<file path="config.mk">
export PLATFORM = sky130hd
export DESIGN_NAME = flash_copy_erase_sequencer
export DESIGN_NICKNAME = d
export VERILOG_FILES = /design/src/core/fces_skid_buf.v /design/src/core/flash_copy_erase_sequencer.v
export VERILOG_INCLUDE_DIRS = /design/src /design/src/core
export SDC_FILE = /design/constraint.sdc
export NUM_CORES = 1
export LEC_CHECK = 0
export BUFFER_PORTS_ARGS = -buffer_cell sky130_fd_sc_hd__buf_2
export CAP_MARGIN = 20
export CORE_AREA = 2 2 131 261
export CTS_BUF_LIST = sky130_fd_sc_hd__clkbuf_16
export DETAILED_ROUTE_END_ITERATION = 8
export DIE_AREA = 0 0 133 263
export PLACE_DENSITY = 0.55
export SLEW_MARGIN = 5
export SYNTH_ARGS = -nofsm -noshare
export SYNTH_HDL_FRONTEND = slang
export SYNTH_SLANG_ARGS = --single-unit
</file>
<file path="constraint.sdc">
create_clock -name clk_sys -period 6.3 [get_ports clk_sys]
set_input_delay 1.575 -clock clk_sys [delete_from_list [all_inputs] [get_ports clk_sys]]
set_output_delay 1.575 -clock clk_sys [all_outputs]
set_load 0.1 [all_outputs]
</file>
<file path="src/core/fces_defs.vh">
`ifndef FCES_DEFS_VH
`define FCES_DEFS_VH
`define FCES_OFS_SPEED      16'h0000
`define FCES_OFS_COUNT      16'h0001
`define FCES_OFS_ADDR_HI    16'h0002
`define FCES_OFS_ADDR_LO    16'h0003
`define FCES_OFS_DATA       16'h0004
`define FCES_PAGE_MASK      16'hFFC0
`define FCES_PROTECT_ADDR   16'hFFFE
`define FCES_WDOG_BASE      16'h0048
`define FCES_WDOG_LEAD      16'h0004
`define FCES_WDOG_PERIOD    16'h0100
`define FCES_ERASE_UNITS    24'h0010
`define FCES_ERASE_MUL      24'h044C
`define FCES_SPEED_MIN      8'h06
`define FCES_SPEED_MAX      8'h20
`define FCES_BUF_DEPTH      2
`endif

</file>
<file path="src/core/fces_skid_buf.v">
`timescale 1ns/1ps
`default_nettype none
module fces_skid_buf
(
    // clock and reset
    input  wire        clk,
    input  wire        rstN,
    // fill side
    input  wire        inValid,
    input  wire [7:0]  inData,
    output wire        inReady,
    // drain side
    output wire        outValid,
    input  wire        outReady,
    output wire [7:0]  outData
);
    reg  [7:0] entry_reg [0:1];
    reg        rdPtr_reg;
    reg        wrPtr_reg;
    reg  [1:0] count_reg;
    wire       push;
    wire       pop;
    assign inReady  = (count_reg != 2'h2);
    assign outValid = (count_reg != 2'h0);
    assign outData  = entry_reg[rdPtr_reg];
    assign push     = inValid && inReady;
    assign pop      = outValid && outReady;
    always @(posedge clk or negedge rstN)
    begin
        if (!rstN)
        begin
            rdPtr_reg <= 1'b0;
            wrPtr_reg <= 1'b0;
            count_reg <= 2'h0;
            entry_reg[0] <= 8'h00;
            entry_reg[1] <= 8'h00;
        end
        else
        begin
            if (push)
            begin
                entry_reg[wrPtr_reg] <= inData;
                wrPtr_reg <= ~wrPtr_reg;
            end
            if (pop)
                rdPtr_reg <= ~rdPtr_reg;
            if (push && !pop)
                count_reg <= count_reg + 2'h1;
            else if (pop && !push)
                count_reg <= count_reg - 2'h1;
        end
    end
endmodule // fces_skid_buf
`default_nettype wire

</file>
<file path="src/core/flash_copy_erase_sequencer.v">
`timescale 1ns/1ps
`default_nettype none
`include "fces_defs.vh"
module flash_copy_erase_sequencer
(
    // clock and reset
    input  wire        clk_sys,
    input  wire        reset_n,
    // request from software
    input  wire        reqCopy,
    input  wire        reqErase,
    input  wire [15:0] paramBlockBase,
    input  wire        intMaskIn,
    output wire        busy,
    output reg         done,
    output reg         eraseRefused,
    // ram port
    output reg         ramRd,
    output reg         ramWr,
    output reg  [15:0] ramAddr,
    output reg  [7:0]  ramWrData,
    input  wire [7:0]  ramRdData,
    // flash port
    output reg         flashRd,
    output reg  [15:0] flashAddr,
    input  wire [7:0]  flashRdData,
    output reg         erasePage,
    output reg         eraseMass,
    output reg  [15:0] eraseAddr,
    input  wire        protectHit,
    // system
    input  wire        testHighVoltage,
    output reg         intMaskOut,
    output reg         watchdogService
);
    localparam [10:0] S_IDLE  = 11'h001;
    localparam [10:0] S_SPEED = 11'h002;
    localparam [10:0] S_COUNT = 11'h004;
    localparam [10:0] S_AHI   = 11'h008;
    localparam [10:0] S_ALO   = 11'h010;
    localparam [10:0] S_DECID = 11'h020;
    localparam [10:0] S_FRD   = 11'h040;
    localparam [10:0] S_FCAP  = 11'h080;
    localparam [10:0] S_ERASE = 11'h100;
    localparam [10:0] S_DONE  = 11'h200;
    localparam [10:0] S_PCHK  = 11'h400;

    reg  [1:0]  rstSync_reg;
    wire        rstN;
    reg  [10:0] state_reg;
    reg         isErase_reg;
    reg  [15:0] base_reg;
    reg  [7:0]  speed_reg;
    reg  [7:0]  count_reg;
    reg  [7:0]  rdLeft_reg;
    reg  [15:0] fAddr_reg;
    reg  [15:0] wrAddr_reg;
    reg  [7:0]  wrLeft_reg;
    reg  [23:0] eraseCnt_reg;
    reg  [15:0] wdogCnt_reg;
    reg         savedMask_reg;
    reg         bufPush;
    wire        bufReady;
    wire        bufValid;
    wire [7:0]  bufData;
    wire        drain;

    always @(posedge clk_sys or negedge reset_n)
    begin
        if (!reset_n)
            rstSync_reg <= 2'b00;
        else
            rstSync_reg <= {rstSync_reg[0], 1'b1};
    end
    assign rstN = rstSync_reg[1];

    assign busy  = (state_reg != S_IDLE);
    assign drain = bufValid && (wrLeft_reg != 8'h00);

    fces_skid_buf u_buf
    (
        .clk      (clk_sys),
        .rstN     (rstN),
        .inValid  (bufPush),
        .inData   (flashRdData),
        .inReady  (bufReady),
        .outValid (bufValid),
        .outReady (1'b1),
        .outData  (bufData)
    );

    always @*
    begin
        bufPush = (state_reg == S_FCAP);
    end

    always @(posedge clk_sys or negedge rstN)
    begin
        if (!rstN)
        begin
            state_reg <= S_IDLE;
            isErase_reg <= 1'b0;
            base_reg <= 16'h0000;
            speed_reg <= 8'h00;
            count_reg <= 8'h00;
            rdLeft_reg <= 8'h00;
            fAddr_reg <= 16'h0000;
            wrAddr_reg <= 16'h0000;
            wrLeft_reg <= 8'h00;
            eraseCnt_reg <= 24'h000000;
            wdogCnt_reg <= 16'h0000;
            savedMask_reg <= 1'b0;
            done <= 1'b0;
            eraseRefused <= 1'b0;
            ramRd <= 1'b0;
            ramWr <= 1'b0;
            ramAddr <= 16'h0000;
            ramWrData <= 8'h00;
            flashRd <= 1'b0;
            flashAddr <= 16'h0000;
            erasePage <= 1'b0;
            eraseMass <= 1'b0;
            eraseAddr <= 16'h0000;
            intMaskOut <= 1'b0;
            watchdogService <= 1'b0;
        end
        else
        begin
            done <= 1'b0;
            ramRd <= 1'b0;
            ramWr <= 1'b0;
            flashRd <= 1'b0;
            watchdogService <= 1'b0;
            if (state_reg == S_IDLE)
                intMaskOut <= intMaskIn;
            // drain buffer into data array in order
            if (drain)
            begin
                ramWr <= 1'b1;
                ramAddr <= wrAddr_reg;
                ramWrData <= bufData;
                wrAddr_reg <= wrAddr_reg + 16'h0001;
                wrLeft_reg <= wrLeft_reg - 8'h01;
            end
            // watchdog service during erase only
            if (isErase_reg && busy)
            begin
                if (wdogCnt_reg == 16'h0000)
                begin
                    watchdogService <= 1'b1;
                    wdogCnt_reg <= `FCES_WDOG_PERIOD;
                end
                else
                    wdogCnt_reg <= wdogCnt_reg - 16'h0001;
            end
            case (state_reg)
                S_IDLE:
                begin
                    if (reqCopy || reqErase)
                    begin
                        isErase_reg <= reqErase && !reqCopy;
                        savedMask_reg <= intMaskIn;
                        if (reqErase && !reqCopy)
                            intMaskOut <= 1'b1;
                        base_reg <= paramBlockBase;
                        // no service before the speed-based count is loaded
                        wdogCnt_reg <= `FCES_WDOG_PERIOD;
                        ramRd <= 1'b1;
                        ramAddr <= paramBlockBase + `FCES_OFS_SPEED;
                        eraseRefused <= 1'b0;
                        state_reg <= S_SPEED;
                    end
                end
                S_SPEED:
                begin
                    ramRd <= 1'b1;
                    ramAddr <= base_reg + `FCES_OFS_COUNT;
                    state_reg <= S_COUNT;
                end
                S_COUNT:
                begin
                    speed_reg <= ramRdData;
                    ramRd <= 1'b1;
                    ramAddr <= base_reg + `FCES_OFS_ADDR_HI;
                    state_reg <= S_AHI;
                end
                S_AHI:
                begin
                    count_reg <= ramRdData;
                    ramRd <= 1'b1;
                    ramAddr <= base_reg + `FCES_OFS_ADDR_LO;
                    // first service at 72 + 3*speed cycles from request
                    wdogCnt_reg <= `FCES_WDOG_BASE - `FCES_WDOG_LEAD
                        + {6'h00, speed_reg, 2'b00} - {8'h00, speed_reg};
                    state_reg <= S_ALO;
                end
                S_ALO:
                begin
                    fAddr_reg[15:8] <= ramRdData;
                    state_reg <= S_DECID;
                end
                S_DECID:
                begin
                    fAddr_reg[7:0] <= ramRdData;
                    rdLeft_reg <= count_reg;
                    wrLeft_reg <= count_reg;
                    wrAddr_reg <= base_reg + `FCES_OFS_DATA;
                    eraseAddr <= {fAddr_reg[15:8], ramRdData};
                    // 16 + 1100*speed bus cycles, 4.0..5.5 ms over 1.5..8 MHz
                    eraseCnt_reg <= `FCES_ERASE_UNITS
                        + `FCES_ERASE_MUL * {16'h0000, speed_reg};
                    if (!isErase_reg)
                        state_reg <= S_FRD;
                    else if ({fAddr_reg[15:8], ramRdData} == `FCES_PROTECT_ADDR)
                    begin
                        if (testHighVoltage)
                        begin
                            eraseMass <= 1'b1;
                            state_reg <= S_ERASE;
                        end
                        else
                        begin
                            eraseRefused <= 1'b1;
                            state_reg <= S_DONE;
                        end
                    end
                    else
                    begin
                        eraseAddr <= {fAddr_reg[15:8], ramRdData} & `FCES_PAGE_MASK;
                        state_reg <= S_PCHK;
                    end
                end
                // protect input follows the page base set one cycle before
                S_PCHK:
                begin
                    if (protectHit && !testHighVoltage)
                    begin
                        eraseRefused <= 1'b1;
                        state_reg <= S_DONE;
                    end
                    else
                    begin
                        erasePage <= 1'b1;
                        state_reg <= S_ERASE;
                    end
                end
                S_FRD:
                begin
                    if (rdLeft_reg == 8'h00)
                    begin
                        if (wrLeft_reg == 8'h00 && !bufValid)
                            state_reg <= S_DONE;
                    end
                    else if (bufReady)
                    begin
                        flashRd <= 1'b1;
                        flashAddr <= fAddr_reg;
                        fAddr_reg <= fAddr_reg + 16'h0001;
                        rdLeft_reg <= rdLeft_reg - 8'h01;
                        state_reg <= S_FCAP;
                    end
                end
                S_FCAP:
                begin
                    state_reg <= S_FRD;
                end
                S_ERASE:
                begin
                    if (eraseCnt_reg == 24'h000000)
                    begin
                        erasePage <= 1'b0;
                        eraseMass <= 1'b0;
                        state_reg <= S_DONE;
                    end
                    else
                        eraseCnt_reg <= eraseCnt_reg - 24'h000001;
                end
                S_DONE:
                begin
                    done <= 1'b1;
                    intMaskOut <= savedMask_reg;
                    isErase_reg <= 1'b0;
                    state_reg <= S_IDLE;
                end
                default:
                begin
                    state_reg <= S_IDLE;
                end
            endcase
        end
    end
endmodule // flash_copy_erase_sequencer
`default_nettype wire

</file>
==> results of run 1 <==
## cell type report
type | instances | share of cell area
clock buffers | 23 | 0.0388
clock inverters | 19 | 0.0171
inverters | 51 | 0.0129
multi-input cells | 1143 | 0.481
flip-flops and latches | 220 | 0.372
well taps | 432 | 0.0365
repair buffers | 116 | 0.0420
## path summary, 6_finish.rpt
check	startpoint	endpoint	slack, ns	cells after the start
setup reg to reg	speed_reg[7]	eraseCnt_reg[15]	1.64	15
hold / removal	rstSync_reg[1]	wdogCnt_reg[14]	0.34	0
min in group clk_sys	rstSync_reg[0]	rstSync_reg[1]	0.35	0
setup / recovery	speed_reg[7]	eraseCnt_reg[15]	1.64	15
max in group asynchronous	rstSync_reg[1]	wrAddr_reg[9]	4.53	1
hold reg to reg	rstSync_reg[1]	wdogCnt_reg[14]	0.34	0
## cells by family (layout without fill, tap and decap cells)
group | Yosys count | count (layout) | share of synthesized area
adder cells (fa/ha/maj) | 74 | 74 | 0.0748
other | 1 | 1 | 0.000287
AND/OR/NAND/NOR | 635 | 635 | 0.233
buffers and inverters | 119 | 209 | 0.0363
multiplexers | 37 | 37 | 0.0301
flip-flops | 220 | 220 | 0.421
XOR/XNOR | 84 | 84 | 0.0562
AO/OA/AOI/OAI | 312 | 312 | 0.149
## layer usage
metal	GRT usage	vias to the layer above
li1	-	5356
met1	0.223	5439
met2	0.449	253
met3	0.0206	102
met4	0.108	0
met5	0	-
## critical path, delay by kind of cell (launching register included)
family	cells	cell delay [ns]
adder cells (fa/ha/maj)	5	1.69
AO/OA/AOI/OAI	3	0.93
AND/OR/NAND/NOR	3	0.74
flip-flops	1	0.44
multiplexers	1	0.40
buffers and inverters	3	0.36
## stage by stage
step	util	setup WS [ns]	instances
after floorplan	-	2.18	1482
after global placement	0.426	1.66	1962
after detailed placement	0.426	1.60	1962
after CTS	0.452	1.56	2004
after global routing	0.452	1.29	2004
final	0.452	1.64	2004
## synth_stat cells, types with 12 or more instances
master    instances  area [um2]
dfrtp_1         219        5480
xnor2_1          49         429
nor2_1          115         432
clkbuf_1         49         184
xor2_1           35         307
o21ai_0          92         460
nand3_1          40         200
buf_2            12        60.1
mux2_2           19         214
nor3_1           31         155
nor4_1           23         144
ha_1             67         838
o22ai_1          12        75.1
o22a_1           14         123
and3_1           17         106
a31oi_1          15        93.8
inv_1            49         184
nand4_1          18         113
a21oi_1          91         455
nand2_1         290        1090
a21o_1           14         105
mux2i_1          18         180
==> out/qor.txt, run 1 <==
Min Hold Slack: 0.344 ns
Slew Limit Headroom: 0.332
Max reg flops: 24
FFs w/ async S/R, synth: 1.00
GRT Overall Usage: 0.223
First-pass GRT wire length: 62100 um
Via/cell ratio: 5.56
Post-route cell area: 14800 um2
Post-synthesis cell count: 1482
Clock slew at reported path FFs: 0.07 ns
DP HPWL: 28900 um
Yosys reg bits: 220
H-tree levels: 1
Worst Path Required: 6.74 ns
Post-layout nets: 1668
CTS tree: built
CTS Sinks: 220
Core Area: 32800 um2
Share of layout cells above drive strength 1: 0.130
Most frequent cells in the layout: 290 x nand2_1, 218 x dfrtp_1, 115 x nor2_1
Kind of end point of the critical path: flop
Setup bufs post-CTS: 0
Initial Util: 0.399
Seq/Total Area, Yosys: 0.421
Max Fclk: 215 MHz
Metal2 WL: 22100 um
Post-route ant nets: 0
Wire per inst: 19.4 um
DRC Markers: 0
Commonest non-fill, non-tap cell in the layout: nand2_1
Final period util: 0.740
Vias: 11200
Final setup vio count: 0
Initial antenna violation count: 0
Number of global-route vias before repair: 11600
MaxCap Viol Count: 0
CP cell instances: inv_1 -> ha_1 -> inv_1 -> fa_1 -> inv_1 -> fa_1 -> ha_1 -> ha_1 -> a21oi_1 -> mux2_2 -> nor4_2 -> nand4_1 -> a211oi_1 -> nor3_1 -> o31ai_1
Later-pin clock latency in the skew report: 0.53 ns
Met3 wire length: 1140 um
Final min period: 4.66 ns
CTS Buf Count: 23
CTS root buf: clkbuf_16
Final hold vios: 0
Post-synth EDFFs: 0
Sequential Area: 5510 um2
CP Max Fanout: 9
Number of nets in the synthesized netlist: 1595
Unique masters post-synth: 86
RSZ-0062 raised after global routing: false
Largest net degree at the start of global routing: 174
Crit path launch type: flop
Drt first-iter violations: 443
Post-DP Area: 14000 um2
Multi-input gate area: 7120 um2
Syn. warnings: 0
Worst Tran Pin Value: 1.00 ns
Clock Tree Buf Depth: 3
Rows: 94
Die area: 35000 um2
Highest-delay cell along the critical path: dfrtp_1
Setup_tns: 0 ns
Final GP Congestion: 0.919
Die height: 263 um
Post-synthesis average cell area: 8.83 um2
Top-Level Pins: 105
Top FF cell, synth: dfrtp_1
Max layer used: met4
I/O Buffers: 104
Layout area overhead: 13.3%
WL final: 38800 um
GRT overflow: 0
CTS Hold Bufs: 0
Fillcell total: 3271
Post_cts resized: 0
Worst Setup Path Type: flop to flop
Clock Skew: 0.00976 ns
Post-synthesis cell area: 13100 um2
Die W: 133 um
Ant. Diodes: 0
Initial DRT Pass Iterations: 5
Metal-1 WL: 13800 um
Hold WC Path Type: flop to async pin
Status: complete, no violations
Crit path DAT: 5.10 ns
Critical Path Max Stage Delay: 0.44 ns
Max-slew violations: 0
Power of run 1 is left out: the tool's default activity adds up to more than one toggle a clock period on the data nets, which glitch-free logic cannot reach.
==> inputs of run 2 (changes only) <==
- PLACE_DENSITY: 0.55 -> 0.53
- clock period: 6.3 -> 4.5 ns (I/O delays scaled with it)
==> run 2 against run 1 <==
Against the previous run:
- sequential cell count unchanged
- via count decreased by 0.50%
- first-iteration DRC count increased by 49%
==> out/qor.txt, run 2 (synthesis gave the netlist of run 1 again) <==
Clock Tree Buf Depth: 3 (unchanged)
WL final: 39000 um (+0.45%)
Critical Path Max Stage Delay: 0.50 ns (+0.06 ns)
Via/cell ratio: 5.50 (-1.1%)
MaxCap Viol Count: 0 (unchanged)
Initial Util: 0.399 (unchanged)
DRC Markers: 0 (unchanged)
Kind of end point of the critical path: flop
CP Max Fanout: 6 (-3)
Final min period: 4.30 ns (-0.358 ns)
Clock Skew: 0.00884 ns (-0.000925 ns)
Crit path launch type: flop
Max reg flops: 24 (unchanged)
I/O Buffers: 104 (unchanged)
Die W: 133 um (unchanged)
Later-pin clock latency in the skew report: 0.53 ns (about the same)
Share of layout cells above drive strength 1: 0.138 (+0.00785)
Clock slew at reported path FFs: 0.06 ns (about the same)
Max Fclk: 232 MHz (+8.3%)
Wire per inst: 19.4 um (-0.15%)
Post-layout nets: 1680 (+0.72%)
Initial antenna violation count: 0 (unchanged)
CTS Buf Count: 23 (unchanged)
Layout area overhead: 13.5%
Initial DRT Pass Iterations: 4 (-1)
Flop-to-flop setup slack: 0.20 ns (-1.44 ns)
CTS tree: built
CTS Hold Bufs: 0 (unchanged)
Hold WC Path Type: flop to async pin
Rows: 94 (unchanged)
Crit path DAT: 4.71 ns (-0.39 ns)
Final hold vios: 0 (unchanged)
Pre-CTS setup slack: 0.121 ns (-1.47 ns)
Highest-delay cell along the critical path: fa_1
Status: complete, no violations
H-tree levels: 1 (unchanged)
Die area: 35000 um2 (unchanged)
Start of the worst register-to-register path: speed_reg[6]
First-pass GRT wire length: 62100 um (about the same)
Largest net degree at the start of global routing: 144 (-17%)
Final GP Congestion: 0.885 (-3.7%)
DP HPWL: 29300 um (+1.4%)
Drt first-iter violations: 658 (+49%)
Ant. Diodes: 0 (unchanged)
Core Area: 32800 um2 (unchanged)
Number of global-route vias before repair: 11600 (-0.14%)
Commonest non-fill, non-tap cell in the layout: nand2_1
Final setup vio count: 0 (unchanged)
Worst R2R End: eraseCnt_reg[17]
Max-slew violations: 0 (unchanged)
Worst Setup Path Type: flop to flop
Setup ws final: 0.198 ns (-1.44 ns)
Crit path top cell by count: ha_1
Setup bufs post-CTS: 0 (unchanged)
Top-Level Pins: 105 (unchanged)
Vias: 11100 (-0.50%)
Most frequent cells in the layout: 290 x nand2_1, 218 x dfrtp_1, 115 x nor2_1
GRT overflow: 0 (unchanged)
R2R depth: 13 (-2)
Worst Path Required: 4.91 ns (-1.83 ns)
CP cell instances: buf_4 -> ha_1 -> ha_1 -> ha_1 -> fa_1 -> ha_1 -> nor3b_1 -> o211ai_1 -> nor4b_4 -> nand4_1 -> a211oi_1 -> xnor2_1 -> o22a_1
Die height: 263 um (unchanged)
Slew Limit Headroom: 0.255 (-0.0767)
GRT Overall Usage: 0.224 (+0.000989)
Final period util: 0.956 (+0.216)
CTS root buf: clkbuf_16
Post-route ant nets: 0 (unchanged)
Worst Tran Pin Value: 1.11 ns (+0.106 ns)
CTS Sinks: 220 (unchanged)
## run 2: cell types whose count changed in the layout (fill, tap and decap cells not counted), moves of 2 or more
cell,previous run,this run
clkinvlp_4,4,1
a21oi_2,0,2
buf_4,11,22
a21oi_1,91,89
clkinv_2,0,5
bufinv_16,6,3
## run 2: repair_timing
action                                  CTS  global route
hold endpoints to repair                  0             0
resized for setup                         0             4
endpoints found under the setup margin    0             3
## run 2: metal layers
layer  wire length (um)  up-vias  GRT usage
met4               1740        0      0.103
met2              22200      241      0.449
met1              13900     5405      0.227
met5                  0        -          0
met3               1230       86     0.0216
li1                   -     5362          -
## run 2: layout make-up
| type | instances | area, um2 |
|---|---|---|
| timing repair buffer | 128 | 711 |
| tap | 432 | 541 |
| sequential | 220 | 5510 |
| clock inverter | 19 | 170 |
| clock buffer | 23 | 576 |
| fill | 3263 | 18000 |
| multi-input combinational | 1143 | 7150 |
| inverter | 51 | 191 |
## run 2: worst max path at each step
| stage | end | start | slack [ns] |
|---|---|---|---|
| after floorplan | eraseCnt_reg[17] | speed_reg[6] | 0.38 |
| after global routing | eraseCnt_reg[15] | speed_reg[6] | -0.0005 |
| after detailed placement | eraseCnt_reg[17] | speed_reg[6] | 0.12 |
| after global placement | eraseCnt_reg[15] | speed_reg[7] | 0.14 |
| after CTS | eraseCnt_reg[17] | speed_reg[7] | 0.1 |
| final | eraseCnt_reg[17] | speed_reg[6] | 0.20 |
## run 2: metrics by stage
step / TNS, ns / cells / cell area [um2] / hold slack (ns) / utilization
3_5_place_dp: 0 / 1973 / 14100 / 0.200 / 0.429
3_3_place_gp: 0 / 1973 / 14100 / 0.197 / 0.429
2_1_floorplan: 0 / 1482 / 13100 / 0.331 / -
6_report: 0 / 2016 / 14800 / 0.199 / 0.453
4_1_cts: 0 / 2015 / 14800 / 0.211 / 0.452
5_1_grt: -0.000458 / 2016 / 14800 / 0.219 / 0.453
## run 2: worst max-delay path: cells and delay by family, from the launching register on
| family | cells | cell delay, ns |
|---|---|---|
| simple gates | 3 | 0.98 |
| flops | 1 | 0.37 |
| compound gates | 3 | 0.79 |
| buf+inv | 1 | 0.16 |
| xor+xnor | 1 | 0.12 |
| fa+ha+maj | 5 | 1.78 |
Power of run 2 is left out for the same reason.
